## src/irq_ctrl_pkg.sv

```systemverilog
package irq_ctrl_pkg;

  // register byte offsets inside the controller window
  localparam logic [11:0] OFS_SET_ENABLE = 12'h100;
  localparam logic [11:0] OFS_CLR_ENABLE = 12'h180;
  localparam logic [11:0] OFS_SET_PEND = 12'h200;
  localparam logic [11:0] OFS_CLR_PEND = 12'h280;
  localparam logic [11:0] OFS_ACTIVE = 12'h300;
  localparam logic [11:0] OFS_PRIO_BASE = 12'h400;
  localparam logic [11:0] OFS_PRIO_LAST = 12'h41C;
  localparam logic [11:0] OFS_EVT_STATUS = 12'h500;
  localparam logic [11:0] OFS_EVT_MASK = 12'h504;
  localparam logic [11:0] OFS_SYS_PEND = 12'h508;
  localparam logic [11:0] OFS_SYS_PRIO = 12'h50C;

  // priority field layout: 8-bit field, only top two bits implemented
  localparam int PRIO_FIELD_W = 8;
  localparam int PRIO_MSB = 7;
  localparam int PRIO_LSB = 6;
  localparam logic [1:0] PRIO_RESET = 2'h0;

  // exception numbers
  localparam logic [5:0] EXC_NONE = 6'h00;
  localparam logic [5:0] EXC_NMI = 6'h02;
  localparam logic [5:0] EXC_HARD_FAULT = 6'h03;
  localparam logic [5:0] EXC_SUPERVISOR_CALL = 6'h0B;
  localparam logic [5:0] EXC_PENDABLE_SERVICE = 6'h0E;
  localparam logic [5:0] EXC_SYSTEM_TIMER = 6'h0F;
  localparam logic [5:0] EXC_IRQ_BASE = 6'h10;

  // vector table layout
  localparam logic [7:0] VEC_STACK_INIT = 8'h00;
  localparam logic [7:0] VEC_IRQ_BASE = 8'h40;

  // system pend register bit positions
  localparam int SYS_BIT_SVC = 0;
  localparam int SYS_BIT_SERVICE = 1;
  localparam int SYS_BIT_TIMER = 2;

  // event status bit positions
  localparam int EVT_BIT_TAKE = 0;
  localparam int EVT_BIT_RETURN = 1;
  localparam int EVT_BIT_WAKE = 2;
  localparam int EVT_W = 3;

  // extended urgency: 0..2 fixed, 3..6 configurable levels 0..3
  localparam logic [2:0] URG_NMI = 3'h1;
  localparam logic [2:0] URG_HARD_FAULT = 3'h2;
  localparam logic [2:0] URG_CFG_BASE = 3'h3;
  localparam logic [2:0] URG_IDLE = 3'h7;

  typedef enum {BUS_IDLE, BUS_WRESP, BUS_RRESP} bus_state_t;

  // exception offered to the core
  typedef struct packed {
    logic valid;
    logic [5:0] number;
    logic [7:0] vector;
  } exc_req_t;

endpackage : irq_ctrl_pkg

```

## src/nested_irq_controller.sv

```systemverilog
`timescale 1ns/10ps
// Notes on behaviour
// - four configurable priority levels, 0 most urgent, 3 least urgent.
// - every configurable priority resets to level 0.
// - NMI and hard fault rank above level 0; reset outranks all.
// - svc 11, pendable service 14, timer 15, lines 0..31 at 16..47.
// - line n uses number 16+n, vector 0x40+4n; line 0 brown-out, 1 watchdog.
// - lines 2 and 3 carry the two dedicated external pin interrupts.
// - line 4 ports 0 and 1; line 5 ports 2..4 without dedicated pins.
// - vector word 0 holds stack pointer; word k serves exception k.
// - write-1 set/clear enable; zeros ignored; both read enable state.
// - a disabled request still becomes pending but never activates.
// - disabling an active line keeps it active until return or reset.
// - write-1 set/clear pending; both read the pending state.
// - clearing pending leaves active status untouched.
// - 8-bit priority field, four fields per 32-bit register.
// - enable, pending and priority registers are memory mapped.
module nested_irq_controller #(
  parameter int NUM_IRQ = 32
) (
  input wire logic sys_clk, // system clock
  input wire logic rst_n, // synchronous reset, low
  input wire logic [31:0] periphIrq, // on-chip lines 6 and up
  input wire logic brownout_irq, // line 0
  input wire logic watchdog_irq, // line 1
  input wire logic ext_pin_irq_a, // dedicated pin a, async
  input wire logic ext_pin_irq_b, // dedicated pin b, async
  input wire logic [15:0] portLowPins, // ports 0 and 1 pin events, async
  input wire logic [23:0] portHighPins, // ports 2..4, dedicated excluded, async
  input wire logic nmiReq, // non-maskable request
  input wire logic hardFaultReq, // hard fault request
  input wire logic system_timer_exc, // timer tick request
  input wire logic supervisor_call_exc, // svc instruction pulse
  input wire logic excAck, // core takes offered exception
  input wire logic excReturn, // core returns from excReturnNum
  input wire logic [5:0] excReturnNum, // exception being returned
  output irq_ctrl_pkg::exc_req_t excReq, // offered exception
  output logic wakeReq, // power-down wake request
  output logic irqOut, // unmasked event interrupt
  // axi4-lite slave
  input wire logic [11:0] s_axi_awaddr, // write address
  input wire logic s_axi_awvalid, // write address valid
  output logic s_axi_awready, // write address ready
  input wire logic [31:0] s_axi_wdata, // write data
  input wire logic [3:0] s_axi_wstrb, // write strobes
  input wire logic s_axi_wvalid, // write data valid
  output logic s_axi_wready, // write data ready
  output logic [1:0] s_axi_bresp, // write response
  output logic s_axi_bvalid, // write response valid
  input wire logic s_axi_bready, // write response ready
  input wire logic [11:0] s_axi_araddr, // read address
  input wire logic s_axi_arvalid, // read address valid
  output logic s_axi_arready, // read address ready
  output logic [31:0] s_axi_rdata, // read data
  output logic [1:0] s_axi_rresp, // read response
  output logic s_axi_rvalid, // read data valid
  input wire logic s_axi_rready // read data ready
);

  if (NUM_IRQ != 32) begin : gBadCount
    $error("NUM_IRQ must be 32");
  end

  localparam int EXT_W = 42;

  typedef struct packed {
    logic [31:0] enable;
    logic [31:0] pending;
    logic [31:0] active;
    logic [31:0][1:0] prio;
    logic [2:0] sysPend;
    logic [2:0] sysActive;
    logic [2:0][1:0] sysPrio;
    logic nmiActive;
    logic faultActive;
    logic [31:0] lineLast;
    logic [EXT_W-1:0] sync1;
    logic [EXT_W-1:0] sync2;
    logic [irq_ctrl_pkg::EVT_W-1:0] evtStatus;
    logic [irq_ctrl_pkg::EVT_W-1:0] evtMask;
    irq_ctrl_pkg::exc_req_t offer;
    logic wake;
    logic awHeld;
    logic wHeld;
    logic [11:0] awAddr;
    logic [31:0] wData;
    logic [3:0] wStrb;
    logic bValid;
    logic [1:0] bResp;
    logic rValid;
    logic [31:0] rData;
    logic [1:0] rResp;
  } state_t;

  state_t st;
  state_t next_st;
  logic [31:0] lines;
  logic [31:0] linesRise;
  logic [EXT_W-1:0] extRaw;

  // async pins gathered for the synchroniser
  assign extRaw = {portHighPins, portLowPins, ext_pin_irq_b, ext_pin_irq_a};

  // interrupt line map after synchronising
  always_comb begin
    lines = periphIrq;
    lines[0] = brownout_irq;
    lines[1] = watchdog_irq;
    lines[2] = st.sync2[0];
    lines[3] = st.sync2[1];
    lines[4] = |st.sync2[17:2];
    lines[5] = |st.sync2[41:18];
  end

  assign linesRise = lines & ~st.lineLast;

  // registered outputs
  assign excReq = st.offer;
  assign wakeReq = st.wake;
  assign irqOut = |(st.evtStatus & st.evtMask);
  assign s_axi_awready = ~st.awHeld & ~st.bValid;
  assign s_axi_wready = ~st.wHeld & ~st.bValid;
  assign s_axi_bvalid = st.bValid;
  assign s_axi_bresp = st.bResp;
  assign s_axi_arready = ~st.rValid;
  assign s_axi_rvalid = st.rValid;
  assign s_axi_rdata = st.rData;
  assign s_axi_rresp = st.rResp;

  // next-state logic
  always_comb begin
    logic [2:0] bestUrg;
    logic [5:0] bestNum;
    logic [2:0] runUrg;
    logic [2:0] urg;
    logic [31:0] wmask;
    logic [31:0] rd;
    logic rdOk;
    logic wrOk;
    logic [11:0] wa;
    logic doWrite;
    logic [irq_ctrl_pkg::EVT_W-1:0] evtSet;
    logic [4:0] idx;
    bestUrg = irq_ctrl_pkg::URG_IDLE;
    bestNum = irq_ctrl_pkg::EXC_NONE;
    runUrg = irq_ctrl_pkg::URG_IDLE;
    urg = irq_ctrl_pkg::URG_IDLE;
    wmask = 32'h0;
    rd = 32'h0;
    rdOk = 1'b1;
    wrOk = 1'b1;
    wa = 12'h0;
    doWrite = 1'b0;
    evtSet = '0;
    idx = 5'h0;
    next_st = st;
    next_st.sync1 = extRaw;
    next_st.sync2 = st.sync1;
    next_st.lineLast = lines;

    // new requests pend whether enabled or not
    next_st.pending = st.pending | linesRise;
    if (system_timer_exc) begin
      next_st.sysPend[irq_ctrl_pkg::SYS_BIT_TIMER] = 1'b1;
    end
    if (supervisor_call_exc) begin
      next_st.sysPend[irq_ctrl_pkg::SYS_BIT_SVC] = 1'b1;
    end

    // urgency of what is already running
    if (st.nmiActive) begin
      runUrg = irq_ctrl_pkg::URG_NMI;
    end else if (st.faultActive) begin
      runUrg = irq_ctrl_pkg::URG_HARD_FAULT;
    end else begin
      for (int i = 0; i < 3; i++) begin
        urg = irq_ctrl_pkg::URG_CFG_BASE + {1'b0, st.sysPrio[i]};
        if (st.sysActive[i] && urg < runUrg) runUrg = urg;
      end
      for (int i = 0; i < 32; i++) begin
        urg = irq_ctrl_pkg::URG_CFG_BASE + {1'b0, st.prio[i]};
        if (st.active[i] && urg < runUrg) runUrg = urg;
      end
    end

    // arbitration, strict less-than keeps lowest number on ties
    if (nmiReq && !st.nmiActive) begin
      bestUrg = irq_ctrl_pkg::URG_NMI;
      bestNum = irq_ctrl_pkg::EXC_NMI;
    end else if (hardFaultReq && !st.faultActive && !st.nmiActive) begin
      bestUrg = irq_ctrl_pkg::URG_HARD_FAULT;
      bestNum = irq_ctrl_pkg::EXC_HARD_FAULT;
    end else begin
      urg = irq_ctrl_pkg::URG_CFG_BASE + {1'b0, st.sysPrio[irq_ctrl_pkg::SYS_BIT_SVC]};
      if (st.sysPend[irq_ctrl_pkg::SYS_BIT_SVC] && urg < bestUrg) begin
        bestUrg = urg;
        bestNum = irq_ctrl_pkg::EXC_SUPERVISOR_CALL;
      end
      urg = irq_ctrl_pkg::URG_CFG_BASE + {1'b0, st.sysPrio[irq_ctrl_pkg::SYS_BIT_SERVICE]};
      if (st.sysPend[irq_ctrl_pkg::SYS_BIT_SERVICE] && urg < bestUrg) begin
        bestUrg = urg;
        bestNum = irq_ctrl_pkg::EXC_PENDABLE_SERVICE;
      end
      urg = irq_ctrl_pkg::URG_CFG_BASE + {1'b0, st.sysPrio[irq_ctrl_pkg::SYS_BIT_TIMER]};
      if (st.sysPend[irq_ctrl_pkg::SYS_BIT_TIMER] && urg < bestUrg) begin
        bestUrg = urg;
        bestNum = irq_ctrl_pkg::EXC_SYSTEM_TIMER;
      end
      for (int i = 0; i < 32; i++) begin
        urg = irq_ctrl_pkg::URG_CFG_BASE + {1'b0, st.prio[i]};
        if (st.pending[i] && st.enable[i] && !st.active[i] && urg < bestUrg) begin
          bestUrg = urg;
          bestNum = irq_ctrl_pkg::EXC_IRQ_BASE + 6'(i);
        end
      end
    end

    // offer only what preempts the running level
    next_st.offer.valid = (bestUrg < runUrg);
    next_st.offer.number = (bestUrg < runUrg) ? bestNum : irq_ctrl_pkg::EXC_NONE;
    next_st.offer.vector = (bestUrg < runUrg) ? {bestNum, 2'b00} : irq_ctrl_pkg::VEC_STACK_INIT;
    next_st.wake = |(st.pending & st.enable);

    // core takes the offer: pending moves to active
    if (excAck && st.offer.valid) begin
      evtSet[irq_ctrl_pkg::EVT_BIT_TAKE] = 1'b1;
      case (st.offer.number)
        irq_ctrl_pkg::EXC_NMI: next_st.nmiActive = 1'b1;
        irq_ctrl_pkg::EXC_HARD_FAULT: next_st.faultActive = 1'b1;
        irq_ctrl_pkg::EXC_SUPERVISOR_CALL: begin
          next_st.sysPend[irq_ctrl_pkg::SYS_BIT_SVC] = supervisor_call_exc; // new pulse wins
          next_st.sysActive[irq_ctrl_pkg::SYS_BIT_SVC] = 1'b1;
        end
        irq_ctrl_pkg::EXC_PENDABLE_SERVICE: begin
          next_st.sysPend[irq_ctrl_pkg::SYS_BIT_SERVICE] = 1'b0;
          next_st.sysActive[irq_ctrl_pkg::SYS_BIT_SERVICE] = 1'b1;
        end
        irq_ctrl_pkg::EXC_SYSTEM_TIMER: begin
          next_st.sysPend[irq_ctrl_pkg::SYS_BIT_TIMER] = system_timer_exc; // new tick wins
          next_st.sysActive[irq_ctrl_pkg::SYS_BIT_TIMER] = 1'b1;
        end
        default: begin
          if (st.offer.number >= irq_ctrl_pkg::EXC_IRQ_BASE) begin
            idx = 5'(st.offer.number - irq_ctrl_pkg::EXC_IRQ_BASE);
            next_st.pending[idx] = linesRise[idx];
            next_st.active[idx] = 1'b1;
          end
        end
      endcase
      next_st.offer.valid = 1'b0;
    end

    // exception return is the only clear of active besides reset
    if (excReturn) begin
      evtSet[irq_ctrl_pkg::EVT_BIT_RETURN] = 1'b1;
      case (excReturnNum)
        irq_ctrl_pkg::EXC_NMI: next_st.nmiActive = 1'b0;
        irq_ctrl_pkg::EXC_HARD_FAULT: next_st.faultActive = 1'b0;
        irq_ctrl_pkg::EXC_SUPERVISOR_CALL: next_st.sysActive[irq_ctrl_pkg::SYS_BIT_SVC] = 1'b0;
        irq_ctrl_pkg::EXC_PENDABLE_SERVICE: next_st.sysActive[irq_ctrl_pkg::SYS_BIT_SERVICE] = 1'b0;
        irq_ctrl_pkg::EXC_SYSTEM_TIMER: next_st.sysActive[irq_ctrl_pkg::SYS_BIT_TIMER] = 1'b0;
        default: begin
          if (excReturnNum >= irq_ctrl_pkg::EXC_IRQ_BASE) begin
            idx = 5'(excReturnNum - irq_ctrl_pkg::EXC_IRQ_BASE);
            next_st.active[idx] = 1'b0;
          end
        end
      endcase
    end
    if (st.wake && !(|st.evtStatus)) evtSet[irq_ctrl_pkg::EVT_BIT_WAKE] = 1'b1;

    // write channel capture in either order
    if (s_axi_awvalid && s_axi_awready) begin
      next_st.awHeld = 1'b1;
      next_st.awAddr = s_axi_awaddr;
    end
    if (s_axi_wvalid && s_axi_wready) begin
      next_st.wHeld = 1'b1;
      next_st.wData = s_axi_wdata;
      next_st.wStrb = s_axi_wstrb;
    end
    doWrite = st.awHeld && st.wHeld;
    wa = {st.awAddr[11:2], 2'b00};
    for (int b = 0; b < 4; b++) begin
      wmask[b*8 +: 8] = {8{st.wStrb[b]}};
    end
    if (doWrite) begin
      next_st.awHeld = 1'b0;
      next_st.wHeld = 1'b0;
      next_st.bValid = 1'b1;
      case (wa)
        irq_ctrl_pkg::OFS_SET_ENABLE: next_st.enable = st.enable | (st.wData & wmask);
        irq_ctrl_pkg::OFS_CLR_ENABLE: next_st.enable = st.enable & ~(st.wData & wmask);
        irq_ctrl_pkg::OFS_SET_PEND: next_st.pending = next_st.pending | (st.wData & wmask);
        // set wins over clear for a same-cycle rising edge; active untouched
        irq_ctrl_pkg::OFS_CLR_PEND: next_st.pending = next_st.pending & ~(st.wData & wmask & ~linesRise);
        irq_ctrl_pkg::OFS_EVT_MASK: next_st.evtMask = st.wData[irq_ctrl_pkg::EVT_W-1:0];
        irq_ctrl_pkg::OFS_SYS_PEND: begin
          if (st.wData[irq_ctrl_pkg::SYS_BIT_SERVICE]) next_st.sysPend[irq_ctrl_pkg::SYS_BIT_SERVICE] = 1'b1;
        end
        irq_ctrl_pkg::OFS_SYS_PRIO: begin
          for (int i = 0; i < 3; i++) begin
            if (st.wStrb[i]) next_st.sysPrio[i] = st.wData[i*8 + irq_ctrl_pkg::PRIO_LSB +: 2];
          end
        end
        default: begin
          if (wa >= irq_ctrl_pkg::OFS_PRIO_BASE && wa <= irq_ctrl_pkg::OFS_PRIO_LAST) begin
            for (int b = 0; b < 4; b++) begin
              if (st.wStrb[b]) begin
                next_st.prio[{wa[4:2], 2'(b)}] = st.wData[b*8 + irq_ctrl_pkg::PRIO_LSB +: 2];
              end
            end
          end else if (wa != irq_ctrl_pkg::OFS_ACTIVE && wa != irq_ctrl_pkg::OFS_EVT_STATUS) begin
            wrOk = 1'b0;
          end
        end
      endcase
      next_st.bResp = wrOk ? 2'b00 : 2'b10;
    end
    if (st.bValid && s_axi_bready) next_st.bValid = 1'b0;

    // read channel, one word per request
    case ({s_axi_araddr[11:2], 2'b00})
      irq_ctrl_pkg::OFS_SET_ENABLE, irq_ctrl_pkg::OFS_CLR_ENABLE: rd = st.enable;
      irq_ctrl_pkg::OFS_SET_PEND, irq_ctrl_pkg::OFS_CLR_PEND: rd = st.pending;
      irq_ctrl_pkg::OFS_ACTIVE: rd = st.active;
      irq_ctrl_pkg::OFS_EVT_STATUS: rd = 32'(st.evtStatus);
      irq_ctrl_pkg::OFS_EVT_MASK: rd = 32'(st.evtMask);
      irq_ctrl_pkg::OFS_SYS_PEND: rd = 32'(st.sysPend);
      irq_ctrl_pkg::OFS_SYS_PRIO: begin
        for (int i = 0; i < 3; i++) rd[i*8 + irq_ctrl_pkg::PRIO_LSB +: 2] = st.sysPrio[i];
      end
      default: begin
        if (s_axi_araddr >= irq_ctrl_pkg::OFS_PRIO_BASE && s_axi_araddr <= irq_ctrl_pkg::OFS_PRIO_LAST + 12'h3) begin
          for (int b = 0; b < 4; b++) begin
            rd[b*8 + irq_ctrl_pkg::PRIO_LSB +: 2] = st.prio[{s_axi_araddr[4:2], 2'(b)}];
          end
        end else begin
          rdOk = 1'b0;
        end
      end
    endcase
    // event status: set wins over read clear
    next_st.evtStatus = st.evtStatus | evtSet;
    if (s_axi_arvalid && s_axi_arready) begin
      next_st.rValid = 1'b1;
      next_st.rData = rd;
      next_st.rResp = rdOk ? 2'b00 : 2'b10;
      if ({s_axi_araddr[11:2], 2'b00} == irq_ctrl_pkg::OFS_EVT_STATUS) next_st.evtStatus = evtSet;
    end
    if (st.rValid && s_axi_rready) next_st.rValid = 1'b0;
  end

  // state register with synchronous reset
  always_ff @(posedge sys_clk) begin
    if (!rst_n) begin
      st <= '0;
      st.prio <= {32{irq_ctrl_pkg::PRIO_RESET}};
      st.sysPrio <= {3{irq_ctrl_pkg::PRIO_RESET}};
    end else begin
      st <= next_st;
    end
  end

endmodule : nested_irq_controller

```

## config.mk

```make
export PLATFORM = sky130hd
export DESIGN_NAME = nested_irq_controller
export DESIGN_NICKNAME = d
export VERILOG_FILES = /design/src/irq_ctrl_pkg.sv /design/src/nested_irq_controller.sv
export SDC_FILE = /design/constraint.sdc
export NUM_CORES = 1
export LEC_CHECK = 0
export BUFFER_PORTS_ARGS = -buffer_cell sky130_fd_sc_hd__buf_2
export CORE_MARGIN = 2
export CORE_UTILIZATION = 43
export CTS_CLUSTER_DIAMETER = 200
export CTS_CLUSTER_SIZE = 20
export DETAILED_ROUTE_END_ITERATION = 8
export SLEW_MARGIN = 20
export SYNTH_ARGS = -nofsm -noshare
export SYNTH_HDL_FRONTEND = slang
export SYNTH_SLANG_ARGS = --single-unit
```

## constraint.sdc

```tcl
create_clock -name sys_clk -period 18.8 [get_ports sys_clk]
set_input_delay 0.94 -clock sys_clk [delete_from_list [all_inputs] [get_ports sys_clk]]
set_output_delay 0.94 -clock sys_clk [all_outputs]
set_load 0.005 [all_outputs]
```

==> results by group, run 1 <==
Timing
  – Slew margin rel.: 0.303
  – Actual transition at the worst max-transition pin: 1040 ps
  – Final hold violations: 0
  – Final Max Tran Viols: 0
  – Setup Viol. Count Final: 0
  – Final Cycle Share: 0.943
  – Tmin final: 17730 ps
  – Worst hold slack: 430 ps
  – Max Clk Rate: 56.4 MHz
  – Final clock skew: 22.9 ps

Global route
  – Total GRT Usage: 0.267
  – Grt met2 use: 0.402
  – Antenna violations before repair: 2
  – Met1 GRT Util: 0.389
  – First-pass GRT wire length: 133 mm
  – Vias in the first global route: 22640
  – Top Usage Layer GRT: met2
  – Met3 Usage GRT: 0.0388
  – Largest net degree at the start of global routing: 117
  – GRT overflow: 0

Clock network
  – Clk sink count: 388
  – CTS Buf Count: 23
  – H-tree levels: 1
  – Clock root buffer: clkbuf_16
  – CTS tree: yes
  – Worst-skew pair later-pin latency: 580 ps
  – CTS max path bufs: 3
  – Clock-pin transition on the worst setup and hold timing paths: 90 ps

Logic synthesis
  – Synthesized area: 0.0258 mm²
  – Yosys Warn Count: 0
  – Dominant synthesized flop cell: dfxtp_1
  – Syn Inst Count: 3451
  – Post-synth EDFFs: 0
  – Ys async rst share: 0
  – Yosys reg bits: 388
  – Cell taking the most area after synthesis: dfxtp_1
  – Synth unique cells: 113
  – Seq/Total Area, Yosys: 0.301
  – Syn Area/Cell: 7.47 µm²
  – Synth area leaders: dfxtp_1 (30%), nand2_1 (7.0%), a21oi_1 (7.0%), nor2_1 (4.4%), and2_1 (4.1%)
  – Share of the synthesized area in the top cell type: 0.301

Critical path
  – CP dominant cell by count: nand2_1
  – Slowest stage delay, CP: 520 ps
  – WP data required: 19280 ps
  – CP endpoint kind: flop
  – Reg2reg start: st[230]$_SDFFE_PN0P_
  – Crit path max-delay family: compound AO/OA/AOI/OAI gates
  – Startpoint types: flop
  – Worst path slowest cell: o211ai_1
  – WP buf/inv: 2
  – Critical path fanouts, max: 10
  – Worst path arrival time: 18210 ps
  – Worst Setup Path Type: flop to flop
  – Crit path from: st[230]$_SDFFE_PN0P_

Floorplan
  – Die ar.: 0.0620 mm²
  – Initial core utilization: 0.436
  – Placeable Area: 0.0591 mm²
  – Die Ht: 249 µm
  – I/O Pins: 213
  – Die Span X: 249 µm
  – Site row count: 89

Finish
  – Finished Layout Cells: 4213
  – Fraction of layout cells with a size suffix above 1: 0.123
  – Layout Nets: 3637
  – P&R area growth vs syn: 6.73%
  – Most frequent cells in the layout: nand2_1 (483), dfxtp_1 (386), a21oi_1 (359), nor2_1 (297), buf_2 (197)
  – Commonest non-fill, non-tap cell in the layout: nand2_1

Routing
  – Iter 0 DRT Violations: 2539
  – Via density per instance: 6.04
  – DR DRC count: 0
  – Vias post-DR: 25427
  – Post-DRT Antenna Nets: 0
  – First-pass detailed-route iteration total: 6
  – Routed WL: 86.8 mm
  – WL/cell: 20.6 µm

Place
  – Placed insts: 4180
  – Gpl congestion: 0.942
  – PortBufs: 198
  – Post-DP HPWL: 66.7 mm

Power
  – Final Total Pwr: 1.58 mW
  – Maximum VDD drop: 0.0000597 V
  – Leak pwr: 9.90 nW
  – PD cells: 57.2 mW/mm²

Hold path
  – HP Class: flop to flop
  – Min-delay src: next_st[129]$_SDFF_PN0_

Run
  – Max Cap Violations: 0

Status
  – Outcome: finished clean
[metal layers]
layer,up-vias,wire (µm),share of wire
met1,11902,40200,0.46
met5,-,13,0.00015
met3,118,6760,0.078
li1,12450,-,-
met2,955,37000,0.43
met4,2,2860,0.033
[logic make-up after synthesis]
| family | after synthesis | synth area share |
|---|---|---|
| other | 1 | 0.000145 |
| AOI/OAI and AO/OA | 1097 | 0.298 |
| DFF | 388 | 0.301 |
| muxes | 55 | 0.0339 |
| buffers and inverters | 405 | 0.0677 |
| and+or+nand+nor | 1434 | 0.267 |
| adders and majority gates | 71 | 0.0320 |
[sequential cells by signal, summed over array words and instances, names as in the netlist, named ones only]
name and cells:
excReq 7, lines 2, next_st 42, s_axi_bresp 1, s_axi_bvalid 1, s_axi_rdata 32
s_axi_rresp 1, s_axi_rvalid 1, st 268, wakeReq 1
[report_power, final]
group / leakage (nW) / switching [mW] / internal [mW] / total [mW]
registers: 3.17 / 0.0333 / 0.849 / 0.883
clock network: 0.298 / 0.289 / 0.221 / 0.510
logic: 6.42 / 0.113 / 0.0694 / 0.182
total: 9.90 / 0.435 / 1.14 / 1.58
[path summary, 6_finish.rpt]
kind	endpoint	slack, ps	cells past startpoint
worst max-delay path	excReq[5]$_SDFF_PP0_	1070	69
worst min-delay path	st[129]$_SDFF_PN0_	430	1
worst max register to register	excReq[5]$_SDFF_PP0_	1070	69
worst min register to register	st[129]$_SDFF_PN0_	430	1
[layout make-up]
cell class | instances | area (µm²)
multi-input combinational | 2661 | 16500
tap | 773 | 967
timing repair buffer | 224 | 1190
fill | 6055 | 31600
clock inverter | 3 | 22.5
antenna | 2 | 5.00
inverter | 138 | 523
sequential | 388 | 7770
clock buffer | 24 | 579
[synth_stat cells, types with 39 or more instances]
cell / n
nand2_1: 483
dfxtp_1: 388
a21oi_1: 360
nor2_1: 302
clkbuf_1: 199
and2_1: 167
nand3_1: 143
inv_1: 138
o21ai_0: 138
nor3_1: 67
nand2b_1: 58
buf_4: 54
o21a_1: 51
a31oi_1: 48
ha_1: 46
o211ai_1: 44
and3_1: 41
o221a_2: 39
[metrics by stage]
| step | setup TNS [ps] | instance area, µm² | setup WS, ps | utilization |
|---|---|---|---|---|
| 2_1_floorplan | 0 | 25800 | 2660 | - |
| 4_1_cts | 0 | 27300 | 299 | 0.463 |
| 6_report | 0 | 27500 | 1070 | 0.466 |
| 3_5_place_dp | 0 | 26700 | 393 | 0.452 |
| 5_1_grt | -224 | 27500 | -82.2 | 0.466 |
| 3_3_place_gp | 0 | 26700 | 527 | 0.452 |
[timing repair]
action / 4_1_cts / 5_1_grt
gates resized for setup: 0 / 30
hold buffers: 0 / 0
setup endpoints to repair: 0 / 7
buffers inserted: 0 / 4
Power figures use the tool's default switching activity.
==> inputs of run 2 (changes only) <==
- clock period: 18.8 -> 14.8 ns (I/O delays scaled with it)
==> run 2 against run 1 <==
Effect of this change: the run now ends with negative setup slack left; combinational power is 36% higher; sequential cell count did not move; critical path type unchanged; final area rose by 11%; global-route usage increased by 1.7 points; critical endpoint is now excReq[6]$_SDFF_PP0_.
==> results by group, run 2 (same netlist as run 1, synthesis figures left out) <==
Clock network
  – CTS tree: yes
  – H-tree levels: 1 (unchanged)
  – Worst-skew pair later-pin latency: 580 ps (about the same)
  – Clock-pin transition on the worst setup and hold timing paths: 110 ps (+20 ps)
  – CTS max path bufs: 3 (unchanged)
  – Clk sink count: 388 (unchanged)
  – Hold Buf Count CTS: 0 (unchanged)
  – CTS Buf Count: 23 (unchanged)
  – Clock root buffer: clkbuf_16

Finish
  – Most frequent cells in the layout: nand2_1 (477), dfxtp_1 (383), a21oi_1 (355), buf_4 (332), nor2_1 (294)
  – Largest reg by FF count: st
  – Commonest non-fill, non-tap cell in the layout: nand2_1
  – P&R area growth vs syn: 18.2%
  – Max FFs per register: 268 (unchanged)
  – Fraction of layout cells with a size suffix above 1: 0.218 (+0.0949)
  – Layout Nets: 3950 (+8.6%)
  – Final Cell Area: 0.0305 mm² (+11%)
  – Filler instances: 5890 (-2.7%)
  – N_diodes: 0 (-2)

Critical path
  – Reg2Reg Setup Slack: -1120 ps (-2190 ps)
  – Worst path arrival time: 16420 ps (-1790 ps)
  – Reg2reg start: st[228]$_SDFFE_PN0P_
  – CP endpoint kind: flop
  – Worst Setup Path Type: flop to flop
  – Slowest stage delay, CP: 530 ps (about the same)
  – WP data required: 15300 ps (-3980 ps)
  – CP dominant cell by count: o31ai_4
  – Crit path from: st[228]$_SDFFE_PN0P_
  – Worst path slowest cell: or4_4
  – Startpoint types: flop
  – Reg-to-Reg End: excReq[6]$_SDFF_PP0_
  – Critical path fanouts, max: 7 (-3)
  – CP Capture Point: excReq[6]$_SDFF_PP0_
  – Cells on worst reg2reg path: 76 (+10%)

Place
  – Pre-CTS WS: -1050 ps (-1440 ps)
  – Post-DP HPWL: 71.1 mm (+6.6%)
  – PortBufs: 198 (unchanged)
  – Placed Area: 0.0291 mm² (+8.8%)
  – Gpl congestion: 0.961 (+2.0%)

Power
  – Maximum VDD drop: 0.0000791 V (+33%)
  – Clk network pwr share: 0.321 (-0.003)
  – Switching pwr: 558 µW (+28%)
  – Final Total Pwr: 2.02 mW (+28%)
  – Leak pwr: 11.5 nW (+16%)
  – Comb pwr share: 0.122 (+0.006)
  – PD cells: 66.2 mW/mm² (+16%)
  – Int Power: 1.46 mW (+28%)
  – Sequential power share: 0.557 (-0.003)
  – Switch share: 0.276 (+0.000415)

Timing
  – Setup Viol. Count Final: 7 (+7)
  – Slew margin rel.: 0.236 (-0.0667)
  – Worst setup margin: -1120 ps (-2190 ps)
  – Final Cycle Share: 1.08 (+0.133)
  – Max Clk Rate: 62.8 MHz (+11%)
  – Final hold violations: 0 (unchanged)
  – Actual transition at the worst max-transition pin: 1140 ps (+92.4 ps)
  – Final Max Tran Viols: 0 (unchanged)
  – Tmin final: 15920 ps (-1810 ps)
  – Final clock skew: 31.9 ps (+8.99 ps)
  – RSZ-0062 raised after global routing: true

Routing
  – Via density per instance: 5.92 (-1.9%)
  – DR DRC count: 0 (unchanged)
  – WL/cell: 20.4 µm (-1.1%)
  – Vias post-DR: 26780 (+5.3%)
  – First-pass detailed-route iteration total: 8 (+2)
  – Iter 0 DRT Violations: 2691 (+6.0%)
  – Post-DRT Antenna Nets: 0 (unchanged)
  – Routed WL: 92.2 mm (+6.1%)

Global route
  – Antenna violations before repair: 3 (+1)
  – First-pass GRT wire length: 141 mm (+6.1%)
  – Vias in the first global route: 24484 (+8.1%)
  – Total GRT Usage: 0.283 (+0.0167)
  – Largest net degree at the start of global routing: 125 (+6.8%)
  – GRT overflow: 0 (unchanged)

Status
  – Violated checks: negative setup slack
  – Outcome: complete, but fails checks

Floorplan
  – Site row count: 89 (unchanged)
  – Placeable Area: 0.0591 mm² (unchanged)
  – Initial core utilization: 0.436 (unchanged)
  – Die Span X: 249 µm (unchanged)
  – Die Ht: 249 µm (unchanged)
  – Die ar.: 0.0620 mm² (unchanged)
  – I/O Pins: 213 (unchanged)

Hold path
  – HP Class: input pin to flop

Run
  – Max Cap Violations: 0 (unchanged)
-- run 2: changes by cell type in the layout (fill, tap and decap cells not counted), sizes merged --
| cell | previous run | this run |
|---|---|---|
| diode | 2 | 0 |
| clkbuf | 24 | 23 |
| buf | 224 | 537 |
-- run 2: how the worst min path moves through the flow --
stage                             from                   endpoint  slack, ps  cells past startpoint
3_3_place_gp   next_st[140]$_SDFF_PN0_         st[140]$_SDFF_PN0_        410                      1
4_1_cts                   s_axi_rready  s_axi_rvalid$_SDFFE_PP0P_        310                      2
6_report                  s_axi_rready  s_axi_rvalid$_SDFFE_PP0P_        320                      2
3_5_place_dp   next_st[115]$_SDFF_PN0_         st[115]$_SDFF_PN0_        420                      1
5_1_grt                   s_axi_rready  s_axi_rvalid$_SDFFE_PP0P_        320                      2
2_1_floorplan  next_st[110]$_SDFF_PN0_        lines[2]$_SDFF_PN0_        410                      1
-- run 2: repair_timing --
item	in CTS	in global routing
resized for setup	52	51
setup buffers	23	13
pin swaps	49	45
endpoints found under the setup margin	7	7
-- run 2: cell type report --
class	count	area, µm²	area share
flip-flops and latches	388	7780	0.255
multi-input cells	2661	17000	0.559
clock inverters	3	25.0	0.000821
inverters	138	526	0.0172
repair buffers	537	3590	0.118
well taps	773	967	0.0317
clock buffers	23	576	0.0189
-- run 2: critical path, delay by kind of cell, from the launching register on --
kind / cells / cell delay, ps
mux: 1 / 150
fa+ha+maj: 4 / 1010
buf+inv: 10 / 1470
simple gates: 22 / 4170
compound gates: 39 / 8660
flops: 1 / 390
-- run 2: layer usage --
layer / wire (µm) / global-route usage
met1: 41700 / 0.400
met2: 40000 / 0.447
met3: 7550 / 0.0367
met4: 2950 / 0.0890
met5: 21 / 0
-- run 2: metrics by stage --
stage               hold slack (ps)  std cells  TNS, ps   util
finish                          318       4523    -7560  0.516
floorplan                       412       3454    -2580      -
global route                    319       4523   -13090  0.516
global placement                414       4461    -5110  0.492
detailed placement              417       4461    -7090  0.492
CTS                             308       4510    -5550  0.510
-- run 2: power by group through the flow --
stage / combinational, mW / clock (mW) / sequential [mW]
floorplan: 0.166 / 0 / 1.12
global placement: 0.237 / 0 / 1.15
detailed placement: 0.238 / 0 / 1.15
CTS: 0.242 / 0.661 / 1.12
global route: 0.270 / 0.695 / 1.13
finish: 0.247 / 0.648 / 1.12
==> inputs of run 3 (changes only) <==
- CORE_MARGIN: 2 -> 4
- REMOVE_ABC_BUFFERS: unset -> 1
- clock period: 14.8 -> 18.6 ns (I/O delays scaled with it)
==> run 3 against run 2 <==
Effect of this change: the run now ends clean; setup slack improved by 2200 ps; largest power group unchanged; critical path depth decreased by 6; largest cell class unchanged; sequential cell count unchanged; first-iteration DRC count decreased by 4.7%; sequential power decreased by 20%; maximum frequency decreased by 9.3%; clock skew decreased by 4.1 ps; clock power decreased by 22%.
==> results by group, run 3 (same netlist as run 1, synthesis figures left out) <==
Clock network
  – Clock root buffer: clkbuf_16
  – CTS max path bufs: 3 (unchanged)
  – Worst-skew pair later-pin latency: 560 ps (-20 ps)
  – CTS tree: yes
  – CTS Buf Count: 23 (unchanged)
  – Clk sink count: 388 (unchanged)
  – Clock-pin transition on the worst setup and hold timing paths: 80 ps (-30 ps)
  – H-tree levels: 1 (unchanged)

Timing
  – Final Max Tran Viols: 0 (unchanged)
  – Final clock skew: 27.8 ps (-4.07 ps)
  – Final hold violations: 0 (unchanged)
  – Tmin final: 17560 ps (+1640 ps)
  – Worst setup margin: 1040 ps (+2160 ps)
  – Slew margin rel.: 0.270 (+0.0339)
  – Max Clk Rate: 57.0 MHz (-9.3%)
  – Setup Viol. Count Final: 0 (-7)
  – Actual transition at the worst max-transition pin: 1090 ps (-45.9 ps)
  – Final Cycle Share: 0.944 (-0.132)

Critical path
  – Critical path fanouts, max: 10 (+3)
  – Startpoint types: flop
  – Slowest stage delay, CP: 510 ps (-20 ps)
  – WP data required: 19060 ps (+3760 ps)
  – Worst Setup Path Type: flop to flop
  – CP endpoint kind: flop
  – Worst path slowest cell: a2111o_1
  – Worst path arrival time: 18020 ps (+1600 ps)

Finish
  – Most frequent cells in the layout: nand2_1 (482), dfxtp_1 (386), a21oi_1 (358), nor2_1 (298), buf_2 (197)
  – Layout Nets: 3646 (-7.7%)
  – Commonest non-fill, non-tap cell in the layout: nand2_1
  – Finished Layout Cells: 4219 (-6.7%)
  – Max FFs per register: 268 (unchanged)
  – Fraction of layout cells with a size suffix above 1: 0.126 (-0.0916)
  – Final Cell Area: 0.0276 mm² (-9.4%)
  – P&R area growth vs syn: 7.15%
  – Util after Layout: 0.467 (-0.0492)
  – Filler instances: 6098 (+3.5%)
  – Largest reg by FF count: st

Routing
  – Via density per instance: 6.12 (+3.4%)
  – DR DRC count: 0 (unchanged)
  – First-pass detailed-route iteration total: 6 (-2)
  – WL/cell: 21.3 µm (+4.6%)
  – Post-DRT Antenna Nets: 0 (unchanged)
  – Iter 0 DRT Violations: 2565 (-4.7%)
  – Vias post-DR: 25831 (-3.5%)
  – Routed WL: 89.9 mm (-2.5%)

Floorplan
  – Initial core utilization: 0.435 (-0.000820)
  – Die Ht: 253 µm (+1.6%)
  – Die ar.: 0.0640 mm² (+3.2%)
  – Die Span X: 253 µm (+1.6%)
  – Placeable Area: 0.0592 mm² (+0.19%)
  – I/O Pins: 213 (unchanged)
  – Site row count: 89 (unchanged)

Global route
  – Largest net degree at the start of global routing: 98 (-22%)
  – Vias in the first global route: 23260 (-5.0%)
  – First-pass GRT wire length: 137 mm (-3.1%)
  – Antenna violations before repair: 4 (+1)
  – Grt met2 use: 0.423 (-0.0237)
  – Met3 Usage GRT: 0.0385 (+0.00184)
  – GRT overflow: 0 (unchanged)
  – Met1 GRT Util: 0.375 (-0.0254)
  – Top Usage Layer GRT: met2
  – Total GRT Usage: 0.267 (-0.0166)

Place
  – Pre-CTS WS: 421 ps (+1470 ps)
  – Post-DP HPWL: 67.6 mm (-4.9%)
  – PortBufs: 198 (unchanged)
  – Placed insts: 4184 (-6.2%)
  – Placed Area: 0.0268 mm² (-8.0%)
  – Gpl congestion: 0.968 (+0.75%)

Power
  – Maximum VDD drop: 0.0000983 V (+24%)
  – PD cells: 57.3 mW/mm² (-13%)
  – Leak pwr: 9.94 nW (-14%)

Hold path
  – HP Class: flop to flop

Run
  – Max Cap Violations: 0 (unchanged)

Status
  – Outcome: finished clean
-- run 3: repair_timing --
item / in CTS / in global routing
hold buffers: 0 / 0
resized for setup: 0 / 37
setup endpoints to repair: 0 / 7
setup buffers: 0 / 9
-- run 3: final cells by class --
class | count | area [µm²] | area share
sequential | 388 | 7770 | 0.281
tap | 773 | 967 | 0.0350
timing repair buffer | 233 | 1260 | 0.0455
clock buffer | 23 | 576 | 0.0208
multi-input combinational | 2661 | 16500 | 0.598
inverter | 138 | 523 | 0.0189
clock inverter | 1 | 16.3 | 0.000589
antenna | 2 | 5.00 | 0.000181
-- run 3: final timing paths --
kind,startpoint,end,slack [ps],cells after the start
max,st[228]$_SDFFE_PN0P_,excReq[2]$_SDFF_PP0_,1040,70
max reg2reg,st[228]$_SDFFE_PN0P_,excReq[2]$_SDFF_PP0_,1040,70
min,next_st[123]$_SDFF_PN0_,st[123]$_SDFF_PN0_,430,1
min reg2reg,next_st[123]$_SDFF_PN0_,st[123]$_SDFF_PN0_,430,1
-- run 3: through the flow --
stage,power (mW),hold slack [ps],TNS [ps]
finish,1.58,426,0
floorplan,1.00,412,0
global route,1.64,442,-38.1
detailed placement,1.10,417,0
CTS,1.59,427,0
global placement,1.09,413,0
-- run 3: per-layer routing --
layer | wire [µm] | vias up
met1 | 39400 | 12109
met4 | 3330 | 6
met5 | 45 | -
met3 | 7560 | 169
li1 | - | 12471
met2 | 39600 | 1076
-- run 3: critical path: cells and delay by family (launching register included) --
family / cells / cell delay [ps]
compound gates: 40 / 10680
simple gates: 21 / 4300
fa+ha+maj: 4 / 1130
mux: 2 / 560
flops: 1 / 440
buf+inv: 3 / 360
-- run 3: power breakdown --
part	internal (mW)	switching (mW)	total [mW]	leakage, nW
combinational	0.0703	0.117	0.187	6.47
sequential	0.858	0.0342	0.893	3.17
clock	0.222	0.282	0.504	0.290
